==> src/verilog/clk_status_pkg.sv <==
// Summary of operation
// - Bit 6 shows on-chip oscillator reference
// - Bit 5 shows crystal reference
// - Sticky lock sets on lock after multiplier change or fast-wakeup stop
// - Loss of lock clears sticky flag until rearmed
// - Stop holds sticky lock; fast wakeup clears it
// - Sticky lock reset: clear external, set PLL modes
// - Live lock follows analog lock window
// - Live lock gates power-on reset release
// - External mode keeps live lock clear
// - Bit 2 sticky loss-of-clock flag
// - Fast-wakeup full stop sets flag during wakeup
// - Detection needs enable or unrecovered oscillator
// - External mode forces loss-of-clock zero
// - Four-bit divider divides by two power n
// - New divider acts at next clock edge
// - Gate bits 11..7 stop peripheral clocks
// - Gate bits 4..3 stop interval timers
// - Gate bits 1..0 stop edge port, gpio
// - Status register is read-only, writes ignored
// - Wakeup clock enable per fast wakeup and lock
// - Bit 7 shows external oscillator reference
package clk_status_pkg;
	localparam logic [3:0]  ADDR_STATUS   = 4'h0;
	localparam logic [3:0]  ADDR_LOW_PWR  = 4'h4;
	localparam logic [3:0]  ADDR_GATE_HI  = 4'h8;
	localparam logic [3:0]  ADDR_CTRL     = 4'hc;
	localparam int          ST_EXT_OSC    = 7;
	localparam int          ST_ONCHIP     = 6;
	localparam int          ST_CRYSTAL    = 5;
	localparam int          ST_STICKY_PLL_LOCKED      = 4;
	localparam int          ST_LOCK       = 3;
	localparam int          ST_LOSS_OF_CLOCK_STICKY       = 2;
	localparam logic [31:0] GATE_MASK     = 32'h0000_0f9b;
	localparam logic [31:0] GATE_RESET    = 32'h0000_0000;
	localparam logic [3:0]  LPD_RESET     = 4'h0;
	localparam int          CTRL_MFD_LSB  = 0;
	localparam int          CTRL_CLOCK_LOSS_ENABLE    = 3;
	localparam int          CTRL_FAST_WAKEUP    = 4;
	localparam int          CTRL_STOP_MODE_SELECT_LSB = 5;
	localparam logic [1:0]  STOP_MODE_SELECT_ALL_OFF = 2'b11;
	localparam logic [7:0]  CTRL_RESET    = 8'h00;

	typedef enum logic [1:0] {
		MODE_EXT,
		MODE_ONE_TO_ONE,
		MODE_NORMAL
	} clk_mode_e;

	typedef struct packed {
		logic ext_osc;
		logic onchip_osc;
		logic crystal;
		logic pll_lock;
		logic clock_fail;
		logic osc_running;
	} analog_status_s;

	typedef struct packed {
		logic [3:0] addr;
		logic [31:0] wdata;
		logic        wr;
		logic        rd;
	} reg_req_s;
endpackage

==> src/verilog/pll_status_and_clock_gating.sv <==
`timescale 1ns/1ps
`default_nettype none
module pll_status_and_clock_gating (
	input  wire logic                            clk,
	input  wire logic                            resetn,
	input  wire clk_status_pkg::clk_mode_e       clock_mode,
	input  wire clk_status_pkg::analog_status_s  analog_in,
	input  wire logic                            stop_mode,
	input  wire clk_status_pkg::reg_req_s        bus_req,
	output logic [31:0]                          rdata,
	output logic [31:0]                          periph_clock_gate_high,
	output logic [3:0]                           low_power_divider,
	output logic [15:0]                          sys_div_ratio,
	output logic                                 por_release_ok,
	output logic                                 sys_clk_enable,
	output logic [7:0]                           synth_control
);
	import clk_status_pkg::*;

	analog_status_s sync1_reg;
	analog_status_s sync2_reg;
	clk_mode_e      mode_reg;
	logic           mode_valid_reg;
	logic           lock_reg;
	logic           sticky_pll_locked;
	logic           lock_armed_reg;
	logic           loss_of_clock_sticky;
	logic           wake_fast_reg;
	logic           stop_d_reg;
	logic [7:0]     status_reg;
	logic [2:0]     multiplier_field;
	logic           clock_loss_enable;
	logic           fast_wakeup;
	logic [1:0]     stop_mode_select;
	logic           lock_fall;
	logic           loc_detect_ok;
	logic           wr_ctrl;
	logic           mfd_change;

	// One decode for every register write strobe
	function automatic logic write_hits(input reg_req_s req, input logic [3:0] addr);
		return req.wr && req.addr == addr;
	endfunction

	// Analog flags come from other clock domains
	always_ff @(posedge clk or negedge resetn) begin
		if (!resetn) begin
			sync1_reg <= '0;
			sync2_reg <= '0;
		end else begin
			sync1_reg <= analog_in;
			sync2_reg <= sync1_reg;
		end
	end

	// Strap is caught after reset release, never under reset itself
	always_ff @(posedge clk or negedge resetn) begin
		if (!resetn) begin
			mode_reg       <= MODE_EXT;
			mode_valid_reg <= 1'b0;
		end else if (!mode_valid_reg) begin
			mode_reg       <= clock_mode;
			mode_valid_reg <= 1'b1;
		end
	end

	assign multiplier_field  = synth_control[CTRL_MFD_LSB +: 3];
	assign clock_loss_enable = synth_control[CTRL_CLOCK_LOSS_ENABLE];
	assign fast_wakeup       = synth_control[CTRL_FAST_WAKEUP];
	assign stop_mode_select  = synth_control[CTRL_STOP_MODE_SELECT_LSB +: 2];
	assign wr_ctrl = write_hits(bus_req, ADDR_CTRL);
	// Of control writes, only a change of the multiplier rearms; rewriting the same value does not
	assign mfd_change = wr_ctrl && bus_req.wdata[CTRL_MFD_LSB +: 3] != multiplier_field;

	always_ff @(posedge clk or negedge resetn) begin
		if (!resetn)
			synth_control <= CTRL_RESET;
		else if (wr_ctrl)
			synth_control <= bus_req.wdata[7:0];
	end

	always_ff @(posedge clk or negedge resetn) begin
		if (!resetn)
			lock_reg <= 1'b0;
		else
			lock_reg <= (mode_reg != MODE_EXT) && sync2_reg.pll_lock;
	end
	assign lock_fall = lock_reg && !sync2_reg.pll_lock;

	// Tracks stop entry and fast wakeup exit
	always_ff @(posedge clk or negedge resetn) begin
		if (!resetn) begin
			stop_d_reg    <= 1'b0;
			wake_fast_reg <= 1'b0;
		end else begin
			stop_d_reg <= stop_mode;
			if (stop_d_reg && !stop_mode && fast_wakeup &&
			    stop_mode_select == STOP_MODE_SELECT_ALL_OFF)
				wake_fast_reg <= 1'b1;
			else if (sync2_reg.osc_running)
				wake_fast_reg <= 1'b0;
		end
	end

	// Armed by a multiplier change or fast wakeup; the next lock sets the flag
	// and disarms, so a later loss keeps the flag clear across relock.
	// A loss while still armed is the expected relock transient and keeps the arm.
	always_ff @(posedge clk or negedge resetn) begin
		if (!resetn) begin
			lock_armed_reg    <= 1'b1;
			sticky_pll_locked <= 1'b0;
		end else if (!mode_valid_reg) begin
			sticky_pll_locked <= (clock_mode != MODE_EXT);
			lock_armed_reg    <= 1'b0;
		end else if (mode_reg == MODE_EXT) begin
			sticky_pll_locked <= 1'b0;
		end else if (mfd_change) begin
			lock_armed_reg    <= 1'b1;
			sticky_pll_locked <= 1'b0;
		end else if (stop_mode && !fast_wakeup) begin
			sticky_pll_locked <= sticky_pll_locked;
		end else if (stop_mode && fast_wakeup) begin
			sticky_pll_locked <= 1'b0;
			lock_armed_reg    <= 1'b1;
		end else if (lock_fall) begin
			sticky_pll_locked <= 1'b0;
		end else if (lock_armed_reg && lock_reg) begin
			sticky_pll_locked <= 1'b1;
			lock_armed_reg    <= 1'b0;
		end
	end

	assign loc_detect_ok = clock_loss_enable || wake_fast_reg;

	always_ff @(posedge clk or negedge resetn) begin
		if (!resetn)
			loss_of_clock_sticky <= 1'b0;
		else if (mode_reg == MODE_EXT)
			loss_of_clock_sticky <= 1'b0;
		else if (wake_fast_reg && !sync2_reg.osc_running)
			loss_of_clock_sticky <= 1'b1;
		else if (loc_detect_ok && sync2_reg.clock_fail)
			loss_of_clock_sticky <= 1'b1;
		else if (wake_fast_reg && sync2_reg.osc_running)
			loss_of_clock_sticky <= 1'b0;
	end

	always_comb begin
		status_reg             = '0;
		status_reg[ST_EXT_OSC] = sync2_reg.ext_osc;
		status_reg[ST_ONCHIP]  = sync2_reg.onchip_osc;
		status_reg[ST_CRYSTAL] = sync2_reg.crystal;
		status_reg[ST_STICKY_PLL_LOCKED]   = sticky_pll_locked;
		status_reg[ST_LOCK]    = lock_reg;
		status_reg[ST_LOSS_OF_CLOCK_STICKY]    = loss_of_clock_sticky;
	end

	always_ff @(posedge clk or negedge resetn) begin
		if (!resetn) begin
			low_power_divider <= LPD_RESET;
			sys_div_ratio     <= 16'h0001;
		end else begin
			if (write_hits(bus_req, ADDR_LOW_PWR))
				low_power_divider <= bus_req.wdata[3:0];
			sys_div_ratio <= 16'h0001 << low_power_divider;
		end
	end

	// Reserved bits are held at zero whatever software writes
	always_ff @(posedge clk or negedge resetn) begin
		if (!resetn)
			periph_clock_gate_high <= GATE_RESET;
		else if (write_hits(bus_req, ADDR_GATE_HI))
			periph_clock_gate_high <= bus_req.wdata & GATE_MASK;
	end

	always_ff @(posedge clk or negedge resetn) begin
		if (!resetn) begin
			por_release_ok <= 1'b0;
			sys_clk_enable <= 1'b0;
		end else begin
			por_release_ok <= (mode_reg == MODE_EXT) || lock_reg;
			sys_clk_enable <= !stop_mode &&
			                  (fast_wakeup || lock_reg || mode_reg == MODE_EXT);
		end
	end

	// Status writes fall through the decode untouched
	always_ff @(posedge clk or negedge resetn) begin
		if (!resetn)
			rdata <= '0;
		else if (bus_req.rd) begin
			case (bus_req.addr)
				ADDR_STATUS:  rdata <= {24'h0, status_reg};
				ADDR_LOW_PWR: rdata <= {28'h0, low_power_divider};
				ADDR_GATE_HI: rdata <= periph_clock_gate_high;
				ADDR_CTRL:    rdata <= {24'h0, synth_control};
				default:      rdata <= '0;
			endcase
		end else
			rdata <= '0;
	end
endmodule
`default_nettype wire

==> config.mk <==
export PLATFORM = sky130hd
export DESIGN_NAME = pll_status_and_clock_gating
export DESIGN_NICKNAME = d
export VERILOG_FILES = /design/src/verilog/clk_status_pkg.sv /design/src/verilog/pll_status_and_clock_gating.sv
export SDC_FILE = /design/constraint.sdc
export NUM_CORES = 1
export LEC_CHECK = 0
export ABC_AREA = 1
export BUFFER_PORTS_ARGS = -buffer_cell sky130_fd_sc_hd__clkbuf_2
export CORE_UTILIZATION = 46
export CTS_CLUSTER_SIZE = 20
export DETAILED_ROUTE_END_ITERATION = 10
export GPL_TIMING_DRIVEN = 1
export PLACE_DENSITY = 0.79
export SLEW_MARGIN = 20
export SYNTH_ARGS = -nofsm -noshare
export SYNTH_HDL_FRONTEND = slang
export SYNTH_SLANG_ARGS = --single-unit
==> constraint.sdc <==
create_clock -name clk -period 1.41 [get_ports clk]
set_input_delay 0.282 -clock clk [delete_from_list [all_inputs] [get_ports clk]]
set_output_delay 0.282 -clock clk [all_outputs]
set_load 0.02 [all_outputs]
==> flow_metrics.py <==
metrics = {
    "grt": {
        "track_usage_pct": 18.6,
        "grt.overflow.total": 0,
        "grt_pass1_wl_um": 9870,
        "grt_max_degree": 73,
        "grt_pass1_vias": 2038,
        "antenna_found_initial": 0,
    },
    "final_layout": {
        "top_register": "sys_div_ratio",
        "syn2layout_area_growth_pct": 22.5,
        "n_antenna_cell": 0,
        "drive_gt1_share_pct": 29.2,
        "nets": 465,
        "largest_reg_flops": 16,
        "final_cell_mix": "78 x clkbuf_2, 72 x nand2_1, 69 x dfrtp_1, 44 x conb_1, 32 x inv_1",
        "reg_top3": "sys_div_ratio: 16 flops, rdata: 12 flops, periph_clock_gate_high: 9 flops",
        "final_area_um2": 3760,
        "fin_util_pct": 58.9,
        "layout_commonest_cell": "clkbuf_2",
    },
    "placed_design": {
        "place_worst_setup_slack_ns": 0.0515,
        "gp_congestion": 0.793,
        "place_area_um2": 3430,
        "post-dp-hpwl_um": 4270,
        "io_buffers": 79,
    },
    "critical_path": {
        "worstPathArrival_ns": 1.65,
        "critPathMaxStageDelay_ns": 0.39,
        "path_max_fanout": 4,
        "startpoint_type": "flip-flop",
        "crit_top_cell": "nand2_1",
        "critPathKind": "reg2reg",
        "cp.required_ns": 1.70,
        "reg2reg_slack_ns": 0.05,
        "crit_slowest_cell": "dfrtp_1",
        "end_kind": "flip-flop",
        "path_cells": "nor2_1, inv_1, nor2_1, a21oi_4, nand2_1, nand2_1, nand2_1",
    },
    "clock_network": {
        "insertion_delay_ns": 0.34,
        "cts.htree.levels": 3,
        "cts-buffers-inserted": 9,
        "clkTransAtPathRegs_ns": 0.07,
        "cts_tree": "yes",
        "cts_buffer_depth": 2,
        "cts.sinks": 72,
        "cts_root_buf": "clkbuf_8",
    },
    "synth": {
        "synth_cell_type_count": 29,
        "avgSynthCellArea_um2": 9.65,
        "ys_seq_elements": 72,
        "synth_enable_flop_cells": 0,
        "synth_warnings": 0,
        "syn_area_um2": 3070,
        "yosysSeqAreaShare_pct": 58.8,
        "synthCells": 318,
        "yosysTopAreaCell": "dfrtp_1",
        "async_reset_ff_share_pct": 100,
        "yosys-top-cells-area": "dfrtp_1 57%, buf_4 11%, nand2_1 8.9%, inv_1 4.2%, nor2_1 3.8%",
        "synth_ff_type": "dfrtp_1",
        "yosysTopAreaCellShare_pct": 57.1,
    },
    "power_and_ir_drop": {
        "peakVddDrop_uv": 915,
        "p_leak_nw": 2.14,
        "powerDensity_nw_per_um2": 1520,
        "totalPowerFinal_w": 0.00572,
    },
    "die": {
        "rows": 29,
        "start_util_pct": 48.1,
        "die-height_um": 83.7,
        "io_pins": 143,
        "fp.dieArea_um2": 7000,
        "fp.dieW_um": 83.7,
        "core_area_um2": 6390,
    },
    "detailed_routing": {
        "via_per_inst": 4.64,
        "antenna_left": 0,
        "drt_iter0_markers": 201,
        "vias": 2309,
        "dr.pass1.iters": 4,
        "wl_per_cell_um": 12.4,
        "drc": 0,
        "wl_um": 6170,
    },
    "sta": {
        "rsz0062_at_grt": "yes",
        "finalHoldViolations": 0,
        "fin_skew_ns": 0.00818,
        "fmax_mhz": 736,
        "setup_viol": 0,
        "min_period_over_period_pct": 96.4,
        "setup_ws_ns": 0.0507,
        "hold_ws_ns": 0.0394,
        "slew_viol_final": 0,
        "fin_crit_ns": 1.36,
    },
    "run_status": {
        "status": "completed",
    },
    "min_path": {
        "min_path_type": "in2reg",
    },
    "job": {
        "cap_violations": 0,
    },
}
==> final cells by class <==
| cell class | count | area [µm²] |
|---|---|---|
| clock buffer | 11 | 131 |
| clock inverter | 5 | 129 |
| fill | 538 | 2630 |
| inverter | 37 | 139 |
| multi-input combinational | 205 | 947 |
| sequential | 72 | 1810 |
| tap | 77 | 96.3 |
| timing repair buffer | 91 | 513 |
==> synth_stat cells, types with 2 or more instances <==
| master | number |
|---|---|
| inv_2 | 3 |
| a31oi_1 | 2 |
| nor4_1 | 2 |
| dfstp_2 | 2 |
| o21ai_1 | 4 |
| inv_1 | 34 |
| a21oi_1 | 8 |
| nand2_1 | 73 |
| o21ai_0 | 12 |
| nand3_1 | 10 |
| nand4_1 | 4 |
| conb_1 | 2 |
| o221ai_1 | 3 |
| dfrtp_1 | 70 |
| clkbuf_1 | 2 |
| nand2_4 | 2 |
| buf_4 | 43 |
| nor2_1 | 31 |
==> kinds of logic after synthesis <==
group | synth area share, %
AND/OR/NAND/NOR | 18.3
buffers and inverters | 15.7
flip-flops | 58.8
AO/OA/AOI/OAI | 6.24
other | 0.245
XOR/XNOR | 0.285
multiplexers | 0.489
==> final timing paths <==
kind | startpoint | endpoint | depth (start not counted)
max reg2reg | mode_reg[1]$_DFFE_PN0N_ | lock_armed_reg$_DFFE_PN1P_ | 7
min | analog_in[3] | sync1_reg[3]$_DFF_PN0_ | 1
min reg2reg | sync1_reg[3]$_DFF_PN0_ | status_reg[5]$_DFF_PN0_ | 0
max | mode_reg[1]$_DFFE_PN0N_ | lock_armed_reg$_DFFE_PN1P_ | 7
min in group asynchronous | resetn | sys_div_ratio[13]$_DFF_PN0_ | 3
max in group asynchronous | resetn | lock_armed_reg$_DFFE_PN1P_ | 3
==> critical path: cells and delay by family (launching register included) <==
| family | cells | cell delay, ns |
|---|---|---|
| AOI/OAI and AO/OA | 1 | 0.05 |
| DFF | 1 | 0.39 |
| buffers and inverters | 1 | 0.15 |
| and+or+nand+nor | 5 | 0.72 |
==> metrics by stage <==
stage | instances | setup TNS, ns
final | 498 | 0
after global routing | 498 | -0.0644
after CTS | 493 | 0
after detailed placement | 476 | 0
after global placement | 476 | 0
after floorplan | 360 | 0
==> per-layer routing <==
layer	track usage (%)	share of wire [%]	up-vias	wire length, µm
li1	-	-	1107	-
met1	24.0	42	1056	2610
met2	28.0	47	124	2880
met3	4.95	7.3	22	450
met4	11.6	3.7	0	227
met5	0	0	-	0
==> power by group <==
group / leakage, nW / switching [W] / internal (W)
logic: 1.10 / 0.000781 / 0.000359
registers: 0.910 / 0.000174 / 0.00231
clock network: 0.128 / 0.000738 / 0.00136
total: 2.14 / 0.00169 / 0.00403
==> timing repair <==
action	CTS	global route
endpoints found under the setup margin	1	3
hold endpoints to repair	70	0
hold buffers	1	0
buffers inserted	0	5
gates resized for setup	1	4
pin swaps	0	3
(Power assumes the default switching activity.)
